`config.mk`:
```
export PLATFORM = sky130hd
export DESIGN_NAME = rpwm_channel0
export DESIGN_NICKNAME = d
export VERILOG_FILES = /design/src/verilog/rpwm_pkg.sv /design/src/verilog/rpwm_prescale.sv /design/src/verilog/rpwm_channel0.sv
export SDC_FILE = /design/constraint.sdc
export NUM_CORES = 1
export LEC_CHECK = 0
export ABC_AREA = 1
export CAP_MARGIN = 20
export CORE_UTILIZATION = 44
export DETAILED_ROUTE_END_ITERATION = 10
export DONT_BUFFER_PORTS = 1
export SETUP_SLACK_MARGIN = 0.02
export SLEW_MARGIN = 10
export SYNTH_ARGS = -nofsm -noshare
export SYNTH_HDL_FRONTEND = slang
export SYNTH_HIERARCHICAL = 1
export SYNTH_SLANG_ARGS = --single-unit
```
`constraint.sdc`:
```
create_clock -name clk -period 2 [get_ports clk]
set_input_delay 0.3 -clock clk [delete_from_list [all_inputs] [get_ports clk]]
set_output_delay 0.3 -clock clk [all_outputs]
set_load 0.1 [all_outputs]
```
`src/verilog/rpwm_pkg.sv`:
```
// Register map, field positions, reset values and timing figures for
// channel 0 of the reset-synchronous PWM timer.
// Assumes a 25 MHz single-clock system and an AXI4-Lite register bus.
package rpwm_pkg;

  localparam int CLK_PERIOD_NS = 40;
  // Example PWM period and change point
  localparam int PWM_PERIOD_NS = 200000;
  localparam int PWM_CHANGE_NS = 50000;
  localparam int PWM_PERIOD_CYC = PWM_PERIOD_NS / CLK_PERIOD_NS;
  localparam int PWM_CHANGE_CYC = PWM_CHANGE_NS / CLK_PERIOD_NS;

  localparam logic [7:0] OFS_CTRL = 8'h00;
  localparam logic [7:0] OFS_IER = 8'h04;
  localparam logic [7:0] OFS_GRA0 = 8'h08;
  localparam logic [7:0] OFS_GRB0 = 8'h0C;
  localparam logic [7:0] OFS_GRC0 = 8'h10;
  localparam logic [7:0] OFS_GRD0 = 8'h14;
  localparam logic [7:0] OFS_GRA1 = 8'h18;
  localparam logic [7:0] OFS_STATUS = 8'h1C;
  localparam logic [7:0] OFS_OUTDIS = 8'h20;
  localparam logic [7:0] OFS_RUN = 8'h24;
  localparam logic [7:0] OFS_COUNT = 8'h28;

  localparam int CLR_SEL_HI = 7;
  localparam int CLR_SEL_LO = 5;
  localparam int SRC_SEL_HI = 2;
  localparam int SRC_SEL_LO = 0;
  localparam int IER_WRAP_BIT = 4;
  localparam int RUN_START_BIT = 0;
  localparam int RUN_BUFFER_BIT = 1;
  localparam int PIN_A0_BIT = 0;
  localparam int PIN_B0_BIT = 1;

  localparam logic [2:0] CLR_FREE = 3'h0;
  localparam logic [2:0] CLR_ON_A = 3'h1;
  localparam logic [2:0] CLR_ON_B = 3'h2;
  localparam logic [2:0] CLR_SYNC = 3'h3;
  localparam logic [2:0] CLR_ON_C = 3'h5;
  localparam logic [2:0] CLR_ON_D = 3'h6;

  localparam logic [2:0] SRC_CLK = 3'h0;
  localparam logic [2:0] SRC_DIV2 = 3'h1;
  localparam logic [2:0] SRC_DIV4 = 3'h2;
  localparam logic [2:0] SRC_DIV8 = 3'h3;
  localparam logic [2:0] SRC_DIV32 = 3'h4;
  localparam logic [2:0] SRC_EXT = 3'h5;

  localparam logic [7:0] CTRL_RESET = 8'h00;
  localparam logic [7:0] IER_RESET = 8'h00;
  localparam logic [7:0] OUTDIS_RESET = 8'hFF;
  localparam logic [15:0] GR_RESET = 16'hFFFF;
  localparam logic [15:0] COUNT_MAX = 16'hFFFF;

  localparam logic [1:0] RESP_OKAY = 2'h0;
  localparam logic [1:0] RESP_SLVERR = 2'h2;

endpackage

```
`src/verilog/rpwm_prescale.sv`:
```
// Count-source selector: one-cycle tick at the chosen rate.
// Assumes extRise is already synchronised to clk.
`timescale 1ns/1ps
module rpwm_prescale (
  input wire logic clk,
  input wire logic reset_n,
  input wire logic [2:0] srcSel,
  input wire logic extRise,
  output logic tick
);

  typedef struct packed {
    logic [4:0] div;
    logic tick;
  } rpwm_pre_t;

  rpwm_pre_t s_q;
  rpwm_pre_t s_d;

  always_comb begin
    s_d = s_q;
    s_d.div = s_q.div + 5'h01;
    unique case (srcSel)
      rpwm_pkg::SRC_CLK: s_d.tick = 1'b1;
      rpwm_pkg::SRC_DIV2: s_d.tick = s_q.div[0];
      rpwm_pkg::SRC_DIV4: s_d.tick = &s_q.div[1:0];
      rpwm_pkg::SRC_DIV8: s_d.tick = &s_q.div[2:0];
      rpwm_pkg::SRC_DIV32: s_d.tick = &s_q.div[4:0];
      rpwm_pkg::SRC_EXT: s_d.tick = extRise;
      // Reserved codes stop the count
      default: s_d.tick = 1'b0;
    endcase
  end

  always_ff @(posedge clk) begin
    if (!reset_n) begin
      s_q <= '0;
    end else begin
      s_q <= s_d;
    end
  end

  assign tick = s_q.tick;

endmodule

```
`src/verilog/rpwm_channel0.sv`:
```
// Channel 0 of the reset-synchronous PWM timer with AXI4-Lite registers.
// Assumes otherClear is a same-clock pulse from channel 1's clear logic.
`timescale 1ns/1ps
module rpwm_channel0 #(
  parameter int PeriodCycles = rpwm_pkg::PWM_PERIOD_CYC
) (
  input wire logic clk,
  input wire logic reset_n,
  input wire logic [7:0] awaddr,
  input wire logic awvalid,
  output logic awready,
  input wire logic [31:0] wdata,
  input wire logic [3:0] wstrb,
  input wire logic wvalid,
  output logic wready,
  output logic [1:0] bresp,
  output logic bvalid,
  input wire logic bready,
  input wire logic [7:0] araddr,
  input wire logic arvalid,
  output logic arready,
  output logic [31:0] rdata,
  output logic [1:0] rresp,
  output logic rvalid,
  input wire logic rready,
  input wire logic externalCountInput,
  input wire logic otherClear,
  output logic clearOut,
  output logic pwmPinA0Out,
  output logic pwmPinA0Oe,
  output logic pwmPinB0Out,
  output logic pwmPinB0Oe,
  output logic irq
);

  typedef struct packed {
    logic [7:0] ctrl;
    logic [7:0] ier;
    logic [15:0] gra0;
    logic [15:0] grb0;
    logic [15:0] grc0;
    logic [15:0] grd0;
    logic [15:0] gra1;
    logic [4:0] flags;
    logic [7:0] outDis;
    logic [1:0] run;
    logic [15:0] cnt;
    logic pwm;
    logic pwmN;
    logic oeA;
    logic oeB;
    logic ext1;
    logic ext2;
    logic ext3;
    logic clearOut;
    logic irq;
    logic awHeld;
    logic [7:0] awAddr;
    logic wHeld;
    logic [31:0] wData;
    logic [3:0] wStrb;
    logic awready;
    logic wready;
    logic bvalid;
    logic [1:0] bresp;
    logic arready;
    logic rvalid;
    logic [31:0] rdata;
    logic [1:0] rresp;
  } rpwm_state_t;

  localparam logic [15:0] PeriodReset = 16'(PeriodCycles - 1);
  localparam logic [15:0] ChangeReset = 16'(rpwm_pkg::PWM_CHANGE_CYC);

  rpwm_state_t s_q;
  rpwm_state_t s_d;
  logic tick;

  function automatic logic isMapped(input logic [7:0] a);
    unique case (a)
      rpwm_pkg::OFS_CTRL, rpwm_pkg::OFS_IER, rpwm_pkg::OFS_GRA0,
      rpwm_pkg::OFS_GRB0, rpwm_pkg::OFS_GRC0, rpwm_pkg::OFS_GRD0,
      rpwm_pkg::OFS_GRA1, rpwm_pkg::OFS_STATUS, rpwm_pkg::OFS_OUTDIS,
      rpwm_pkg::OFS_RUN, rpwm_pkg::OFS_COUNT: isMapped = 1'b1;
      default: isMapped = 1'b0;
    endcase
  endfunction

  function automatic logic [15:0] merge16(input logic [15:0] old,
      input logic [31:0] d, input logic [3:0] strb);
    merge16 = {strb[1] ? d[15:8] : old[15:8], strb[0] ? d[7:0] : old[7:0]};
  endfunction

  function automatic logic [31:0] readReg(input rpwm_state_t s,
      input logic [7:0] a);
    unique case (a)
      rpwm_pkg::OFS_CTRL: readReg = {24'h00_0000, s.ctrl};
      // Unassigned enable bits 7..5 read zero
      rpwm_pkg::OFS_IER: readReg = {27'h000_0000, s.ier[4:0]};
      rpwm_pkg::OFS_GRA0: readReg = {16'h0000, s.gra0};
      rpwm_pkg::OFS_GRB0: readReg = {16'h0000, s.grb0};
      rpwm_pkg::OFS_GRC0: readReg = {16'h0000, s.grc0};
      rpwm_pkg::OFS_GRD0: readReg = {16'h0000, s.grd0};
      rpwm_pkg::OFS_GRA1: readReg = {16'h0000, s.gra1};
      // Up-count only, so the underflow bit 5 never sets
      rpwm_pkg::OFS_STATUS: readReg = {27'h000_0000, s.flags};
      rpwm_pkg::OFS_OUTDIS: readReg = {24'h00_0000, s.outDis};
      rpwm_pkg::OFS_RUN: readReg = {30'h0000_0000, s.run};
      rpwm_pkg::OFS_COUNT: readReg = {16'h0000, s.cnt};
      default: readReg = 32'h0000_0000;
    endcase
  endfunction

  rpwm_prescale u_prescale (
    .clk(clk),
    .reset_n(reset_n),
    .srcSel(s_q.ctrl[rpwm_pkg::SRC_SEL_HI:rpwm_pkg::SRC_SEL_LO]),
    .extRise(s_q.ext2 & ~s_q.ext3),
    .tick(tick)
  );

  logic running;
  logic step;
  logic [3:0] match;
  logic clearNow;
  logic wrap;
  logic [4:0] w1c;
  logic doWrite;

  always_comb begin
    s_d = s_q;
    w1c = 5'h00;
    running = s_q.run[rpwm_pkg::RUN_START_BIT];
    step = running & tick;
    // Two-flop synchroniser, edge taken after the second stage
    s_d.ext1 = externalCountInput;
    s_d.ext2 = s_q.ext1;
    s_d.ext3 = s_q.ext2;

    // Register write, once address and data are both held
    // Address and data may land in either order
    doWrite = s_q.awHeld & s_q.wHeld & ~s_q.bvalid;
    if (doWrite) begin
      s_d.bvalid = 1'b1;
      s_d.awHeld = 1'b0;
      s_d.wHeld = 1'b0;
      s_d.bresp = isMapped(s_q.awAddr) ? rpwm_pkg::RESP_OKAY
                                       : rpwm_pkg::RESP_SLVERR;
      unique case (s_q.awAddr)
        rpwm_pkg::OFS_CTRL:
          if (s_q.wStrb[0]) s_d.ctrl = s_q.wData[7:0];
        rpwm_pkg::OFS_IER:
          if (s_q.wStrb[0]) s_d.ier = {3'h0, s_q.wData[4:0]};
        rpwm_pkg::OFS_GRA0:
          s_d.gra0 = merge16(s_q.gra0, s_q.wData, s_q.wStrb);
        rpwm_pkg::OFS_GRB0:
          s_d.grb0 = merge16(s_q.grb0, s_q.wData, s_q.wStrb);
        rpwm_pkg::OFS_GRC0:
          s_d.grc0 = merge16(s_q.grc0, s_q.wData, s_q.wStrb);
        rpwm_pkg::OFS_GRD0:
          s_d.grd0 = merge16(s_q.grd0, s_q.wData, s_q.wStrb);
        rpwm_pkg::OFS_GRA1:
          s_d.gra1 = merge16(s_q.gra1, s_q.wData, s_q.wStrb);
        rpwm_pkg::OFS_STATUS:
          if (s_q.wStrb[0]) w1c = s_q.wData[4:0];
        rpwm_pkg::OFS_OUTDIS:
          if (s_q.wStrb[0]) s_d.outDis = s_q.wData[7:0];
        rpwm_pkg::OFS_RUN:
          if (s_q.wStrb[0]) s_d.run = s_q.wData[1:0];
        default: ;
      endcase
    end
    if (s_q.bvalid && bready) begin
      s_d.bvalid = 1'b0;
    end
    if (awvalid && s_q.awready) begin
      s_d.awHeld = 1'b1;
      s_d.awAddr = awaddr;
    end
    if (wvalid && s_q.wready) begin
      s_d.wHeld = 1'b1;
      s_d.wData = wdata;
      s_d.wStrb = wstrb;
    end
    s_d.awready = ~s_d.awHeld & ~s_d.bvalid;
    s_d.wready = ~s_d.wHeld & ~s_d.bvalid;

    // Register read: data answered at the edge that takes the address
    if (s_q.rvalid && rready) begin
      s_d.rvalid = 1'b0;
    end
    if (arvalid && s_q.arready) begin
      s_d.rvalid = 1'b1;
      s_d.rdata = readReg(s_q, araddr);
      s_d.rresp = isMapped(araddr) ? rpwm_pkg::RESP_OKAY
                                   : rpwm_pkg::RESP_SLVERR;
    end
    s_d.arready = ~s_d.rvalid & ~(arvalid & s_q.arready);

    match = {s_q.cnt == s_q.grd0, s_q.cnt == s_q.grc0,
             s_q.cnt == s_q.grb0, s_q.cnt == s_q.gra0} & {4{step}};

    unique case (s_q.ctrl[rpwm_pkg::CLR_SEL_HI:rpwm_pkg::CLR_SEL_LO])
      rpwm_pkg::CLR_ON_A: clearNow = match[0];
      rpwm_pkg::CLR_ON_B: clearNow = match[1];
      rpwm_pkg::CLR_SYNC: clearNow = running & otherClear;
      rpwm_pkg::CLR_ON_C: clearNow = match[2];
      rpwm_pkg::CLR_ON_D: clearNow = match[3];
      // Free running; reserved codes behave the same
      default: clearNow = 1'b0;
    endcase

    // A clear at FFFF is a period end, not an overflow
    // Count one per source tick
    wrap = step & ~clearNow & (s_q.cnt == rpwm_pkg::COUNT_MAX);
    if (clearNow) begin
      s_d.cnt = 16'h0000;
    end else if (step) begin
      s_d.cnt = s_q.cnt + 16'h0001;
    end
    // Registered so channel 1 sees a clean pulse
    s_d.clearOut = clearNow;

    // Period reload from the buffer at period end
    if (s_q.run[rpwm_pkg::RUN_BUFFER_BIT] && clearNow && match[0]) begin
      s_d.gra0 = s_q.grc0;
    end

    if (clearNow) begin
      s_d.pwm = 1'b1;
    end else if (match[1]) begin
      s_d.pwm = 1'b0;
    end
    // Own flop so pin A0 also leaves a register
    s_d.pwmN = ~s_d.pwm;

    // Hardware set wins over a same-cycle write-one clear
    s_d.flags = (s_q.flags & ~w1c) | {wrap, match};
    // Wrap and compare-match requests each gated by its own enable
    s_d.irq = |(s_d.flags & s_d.ier[4:0]);

    s_d.oeA = ~s_d.outDis[rpwm_pkg::PIN_A0_BIT];
    s_d.oeB = ~s_d.outDis[rpwm_pkg::PIN_B0_BIT];
  end

  always_ff @(posedge clk) begin
    if (!reset_n) begin
      s_q <= '0;
      s_q.ctrl <= rpwm_pkg::CTRL_RESET;
      s_q.ier <= rpwm_pkg::IER_RESET;
      s_q.gra0 <= PeriodReset;
      s_q.grb0 <= ChangeReset;
      s_q.grc0 <= rpwm_pkg::GR_RESET;
      s_q.grd0 <= rpwm_pkg::GR_RESET;
      s_q.gra1 <= rpwm_pkg::GR_RESET;
      // Both pins released until software enables them
      s_q.outDis <= rpwm_pkg::OUTDIS_RESET;
      s_q.pwmN <= 1'b1;
    end else begin
      s_q <= s_d;
    end
  end

  assign awready = s_q.awready;
  assign wready = s_q.wready;
  assign bresp = s_q.bresp;
  assign bvalid = s_q.bvalid;
  assign arready = s_q.arready;
  assign rdata = s_q.rdata;
  assign rresp = s_q.rresp;
  assign rvalid = s_q.rvalid;
  assign clearOut = s_q.clearOut;
  // Pin A0 is the counter-phase of B0
  assign pwmPinA0Out = s_q.pwmN;
  assign pwmPinA0Oe = s_q.oeA;
  assign pwmPinB0Out = s_q.pwm;
  assign pwmPinB0Oe = s_q.oeB;
  assign irq = s_q.irq;

endmodule

```
# [After elaboration in Yosys (flattened, before gate mapping)]
# Index checks and enable logic that the tools add are counted.
[word_totals] output_inout_bits=47 regBits=226 word_cells=186
[op_classes] add_sub_neg=2 bitwise_logic=28 reduce_logical=34 mux=46 eq_ne=35
[ops] operator="$pmux W16 S11" count=1
[ops] operator="$mux W16" count=6
[ops] operator="$mux W85" count=1
[ops] operator="$mux W8" count=10
[ops] operator="$eq A16 B16 Y1" count=4
[ops] operator="$eq A8 B5 Y1 const B" count=8
[ops] operator="$eq A8 B6 Y1 const B" count=6
[ops] operator="$reduce_and A3 Y1" count=14
[ops] operator="$mux W37" count=1
[ops] operator="$mux W35" count=1
[ops] operator="$eq A8 B4 Y1 const B" count=4
[ops] operator="$mux W5" count=5
[ops] operator="$reduce_or A11 Y1" count=2
[ops] operator="$add A16 B1 Y16 const B" count=1
[ops] operator="$eq A16 B16 Y1 const B" count=1
[ops] operator="$eq A8 B3 Y1 const B" count=2
[ops] operator="$logic_not A8 Y1" count=2
[ops] operator="$eq A3 B2 Y1 const B" count=4
[ops] operator="$eq A3 B3 Y1 const B" count=4
[ops] operator="$mux W2" count=6
[ops] operator="$not A1 Y1" count=12
[ops] operator="$and A1 B1 Y1" count=11
[ops] operator="$and A5 B5 Y5" count=2
[ops] operator="$mux W1" count=10
[ops] operator="other kinds (17)" count=27

# [Logic depth before layout (Yosys ltp)]
[depth] depth_word=9 depth_mapped=16 depth_no_buf=14

# [Modules after synthesis]
# Netlist, hierarchy kept.
[modules_own_cells] mod="rpwm_channel0" area_each_um2=9283.9 cells_each=1338 instances=1
[modules_own_cells] mod="rpwm_prescale" area_each_um2=301.5 cells_each=44 instances=1

# [Worst setup path before layout]
# Ideal clock, no wire load.
[synth_path] kind="reg-to-reg" start="register s_q, in the netlist bvalid" end="register s_q, in the netlist irq" path_stages_with_launch=13 setup_time_ns=0.116 slack_ns=-0.168 arrival_ns=2.052 cell_sequence="dfxtp_1 > nor2_1 > nand2_1 > nor2_4 > inv_2 > nor2_1 > inv_1 > nand2_1 > o21a_1 > inv_1 > a21oi_1 > o21ai_0 > nand2_1"
[synth_between] elab_chain_len=8 word_cells_on_any_way=9 classes_between="2 x mux; 6 x bitwise; 1 x reduce/logical"
[synth_lines] element="start, declared" line="rpwm_channel0.sv:75" rtl="rpwm_state_t s_q;"
[synth_lines] element="$not A1 Y1 (*)" line="rpwm_channel0.sv:142" rtl="doWrite = s_q.awHeld & s_q.wHeld & ~s_q.bvalid;"
[synth_lines] element="$and A1 B1 Y1 (*)" line="rpwm_channel0.sv:142"
[synth_lines] element="$mux W5" line="rpwm_channel0.sv:143" rtl="if (doWrite) begin"
[synth_lines] element="$not A5 Y5" line="rpwm_channel0.sv:238" rtl="s_d.flags = (s_q.flags & ~w1c) | {wrap, match};"
[synth_lines] element="$and A5 B5 Y5" line="rpwm_channel0.sv:238"
[synth_lines] element="$or A5 B5 Y5" line="rpwm_channel0.sv:238"
[synth_lines] element="$and A5 B5 Y5 (*)" line="rpwm_channel0.sv:240" rtl="s_d.irq = |(s_d.flags & s_d.ier[4:0]);"
[synth_lines] element="$reduce_or A5 Y1 (*)" line="rpwm_channel0.sv:240"
# Mark *: on every way between the ends. The rest lies on a longest branch, timed or not. The select of a mux whose other input is x is not followed.
# A chain may end at the register's enable or synchronous reset.

# [Worst setup path in the final report]
[layout_path] start="register s_q[107] (netlist bit)" end="register s_q[191] (netlist bit)"
[layout_between] elab_chain_len=7 word_cells_on_any_way=13 classes_between="4 x eq/ne; 2 x mux; 1 x bitwise; 6 x reduce/logical"
[layout_lines] element="$eq A16 B16 Y1, on equally long branches" line="rpwm_channel0.sv:200, rpwm_channel0.sv:201"
[layout_lines] element="$and A4 B4 Y4 (*)" line="rpwm_channel0.sv:201" rtl="s_q.cnt == s_q.grb0, s_q.cnt == s_q.gra0} & {4{step}};"
[layout_lines] element="$pmux W1 S5" line="rpwm_channel0.sv:203" rtl="unique case (s_q.ctrl[rpwm_pkg::CLR_SEL_HI:rpwm_pkg::CLR_SEL_LO])"
[layout_lines] element="$logic_and A1 B1 Y1" line="rpwm_channel0.sv:225" rtl="if (s_q.run[rpwm_pkg::RUN_BUFFER_BIT] && clearNow && match[0]) begin"
[layout_lines] element="$logic_and A1 B1 Y1 (*)" line="rpwm_channel0.sv:225"
[layout_lines] element="$reduce_bool A2 Y1 (no line)"
[layout_lines] element="$reduce_and A3 Y1 (no line)"
# Mark *: on every way between the ends. The rest lies on a longest branch, timed or not.

==> flow_summary.yaml <==
clock_network:
  clk_latency_ns: 0.45
  clk_pin_slew_worst_paths_ns: 0.08
  cts.sinks: 190
  cts_tree: "built"
  htree_num_levels: 4
  cts_buffers: 17
  cts_buffer_depth: 2
  ctsRootBufferMaster: "clkbuf_16"
critical_path:
  crit_buf_inv: 3
  arrival_ns: 2.28
  crit_chain: "buf_12, nand2_1, o21ai_0, inv_1, nand4_1, nor2_1, nand4_1, nor2_4, buf_2, nand3_1, nand2_1, nand3_1"
  cp-end-kind: "flip-flop"
  worstSetupPathType: "reg2reg"
  cp_max_fo: 5
  cp_top_family: "simple AND/OR/NAND/NOR gates"
  cp.required_ns: 2.33
  max_stage_delay_ns: 0.37
  rrSetupSlack_ns: 0.05
  crit_path_top_delay_cell: "dfxtp_4"
  startpoint_type: "flip-flop"
power:
  power_mw: 7.97
  p_leak_nw: 5.18
  peakVddDrop_mv: 0.572
  powerDensity_nw_per_um2: 682
global_route:
  grt.total_usage_pct: 27.6
  grt_antenna_before_repair: 0
  grt_first_pass_wirelength_um: 46500
  grt_start_max_net_pins: 125
  grt_overflow: 0
  grt_pass1_vias: 8285
placement:
  place_ws_ns: -0.0331
  place_congestion: 0.955
  place_area_sq_um: 10600
  port_buffers: 0
  hpwl_um: 23200
outcome:
  status: "completed"
logic_synthesis:
  ys_seq_area_share_pct: 39.7
  synthXorXnorAreaFrac_pct: 2.28
  synth_mux_area_share_pct: 0
  synth_cell_types: 46
  netlist_area_sq_um: 9590
  yosys_warnings: 6
  synth_cells: 1382
  synth.avg_cell_area_sq_um: 6.94
  synthAdderAreaFrac_pct: 0.653
  yosys.area_share.simple_pct: 28.1
  synth_top_family_by_area: "simple AND/OR/NAND/NOR gates"
  ys_seq_elements: 190
  synth-compound-area-share_pct: 17.0
route:
  avgRoutedWirePerCell_um: 17.4
  first_pass_iters: 6
  drcViolationCount: 0
  vias_per_cell: 5.36
  dr_total_vias: 9527
  wl_um: 30900
  ant_nets: 0
  drt_iter0_drc: 915
floorplan:
  die_w_um: 150
  core-area_sq_um: 21200
  fp.dieArea_sq_um: 22400
  rows: 53
  io_pins: 108
  chipHeight_um: 150
  initial_core_util_pct: 45.2
sta:
  fmax_mhz: 514
  whs_ns: 0.00848
  slew_viol_final: 0
  worst_slack_ns: 0.0530
  final.min_clock_period_ns: 1.95
  setup_viol: 0
  rsz0062_at_grt: "yes"
  max_slew_margin_pct: 65.0
  skew_ns: 0.0213
  tightest_slew_ns: 0.524
  min_period_over_period_pct: 97.4
  hold_viol: 0
cells_and_area:
  num_antenna_cells: 0
  num-nets-final: 1555
  fillCellCount: 2107
  multi_input_area_sq_um: 4900
  drive_gt1_share_pct: 19.8
  area_delta_synth_final_pct: 22.0
  regArea_sq_um: 3840
  postLayoutCellArea_sq_um: 11700
flow_run:
  cap_violations: 0
min_path:
  holdCritPathClass: "in2reg"
## cells in the final DEF, fill, tap and decap left out, drive strengths merged, types with 18 or more instances in the layout
master / instances
nand2: 352
dfxtp: 190
inv: 173
nor2: 168
buf: 144
o21ai: 86
nand3: 83
a21oi: 79
o211ai: 31
o22ai: 26
conb: 18
## state kept, by name (all words and copies together) (netlist names)
signal           cells
arready              1
awready              1
bresp                1
bvalid               1
clearOut             1
irq                  1
pwmPinA0Oe           1
pwmPinA0Out          1
pwmPinB0Oe           1
pwmPinB0Out          1
rdata               16
rresp                1
running              1
rvalid               1
s_d                  2
s_q                152
u_prescale/s_q       5
u_prescale/tick      1
wready               1
## logic make-up after synthesis
kind of cell	count (synthesis)
AND/OR/NAND/NOR	636
AO/OA/AOI/OAI	267
buffers and inverters	258
flip-flops	190
XOR/XNOR	25
adder cells (fa/ha/maj)	5
other	1
## cells in the mapped netlist (all sizes together)
master     n  area share [%]
nand2    351              14
dfxtp    190              40
nor2     168             7.2
inv      166             6.5
o21ai     86             4.5
nand3     83             4.5
a21oi     79             4.5
buf       61             4.5
o211ai    31             2.4
clkbuf    29             1.1
o22ai     26             1.7
xnor2     14             1.3
nor3      13            0.73
o221ai    11             1.0
xor2      11             1.0
nand4     10            0.65
a211oi     8            0.63
o2111ai    8            0.73
a32o       5            0.52
ha         5            0.65
o31ai      5            0.39
a31oi      4            0.26
and3       3            0.20
nor3b      3            0.23
a221oi     2            0.18
clkinv     2           0.078
nand3b     2            0.16
or2        2            0.13
conb       1           0.039
nor4       1            0.13
o211a      1            0.10
o21a       1           0.078
## stage by stage
stage | cells | util [%] | setup TNS [ns]
after floorplan | 1399 | - | 0
after global placement | 1722 | 49.9 | -0.0596
after detailed placement | 1722 | 49.9 | -0.0589
after CTS | 1770 | 53.5 | 0
after global routing | 1777 | 55.1 | -0.129
final | 1777 | 55.1 | 0
## final cells by class
class	count	area share [%]
timing repair buffer	160	11.7
multi-input combinational	952	41.9
tap	275	2.94
sequential	190	32.9
clock buffer	17	3.64
inverter	168	5.41
clock inverter	15	1.50
## routing by layer
metal	up-vias	part of all wire [%]	GRT usage (%)
met3	37	9.7	5.15
met2	417	42	40.6
li1	4669	-	-
met5	-	0	0
met1	4404	46	40.7
met4	0	1.6	7.24
## power breakdown
group | switching (mW) | internal [mW]
combinational | 0.430 | 0.134
clock | 1.71 | 1.79
sequential | 0.0731 | 3.84
total | 2.21 | 5.76
## path summary, 6_finish.rpt
| path | startpoint | to | cells after the start |
|---|---|---|---|
| setup / recovery | s_q[107] | s_q[191] | 12 |
| hold / removal | wdata[1] | s_q[46] | 2 |
| setup reg to reg | s_q[107] | s_q[191] | 12 |
| hold reg to reg | s_q[136] | s_q[136] | 2 |
## timing repair
item,in CTS,in global routing
cloned,0,2
resized for setup,1,91
pin swaps,0,20
setup buffers,0,5
hold buffers,16,0
endpoints found under the setup margin,15,67
endpoints found under the hold margin,82,0
No activity file was read; power rests on OpenSTA's default activity.
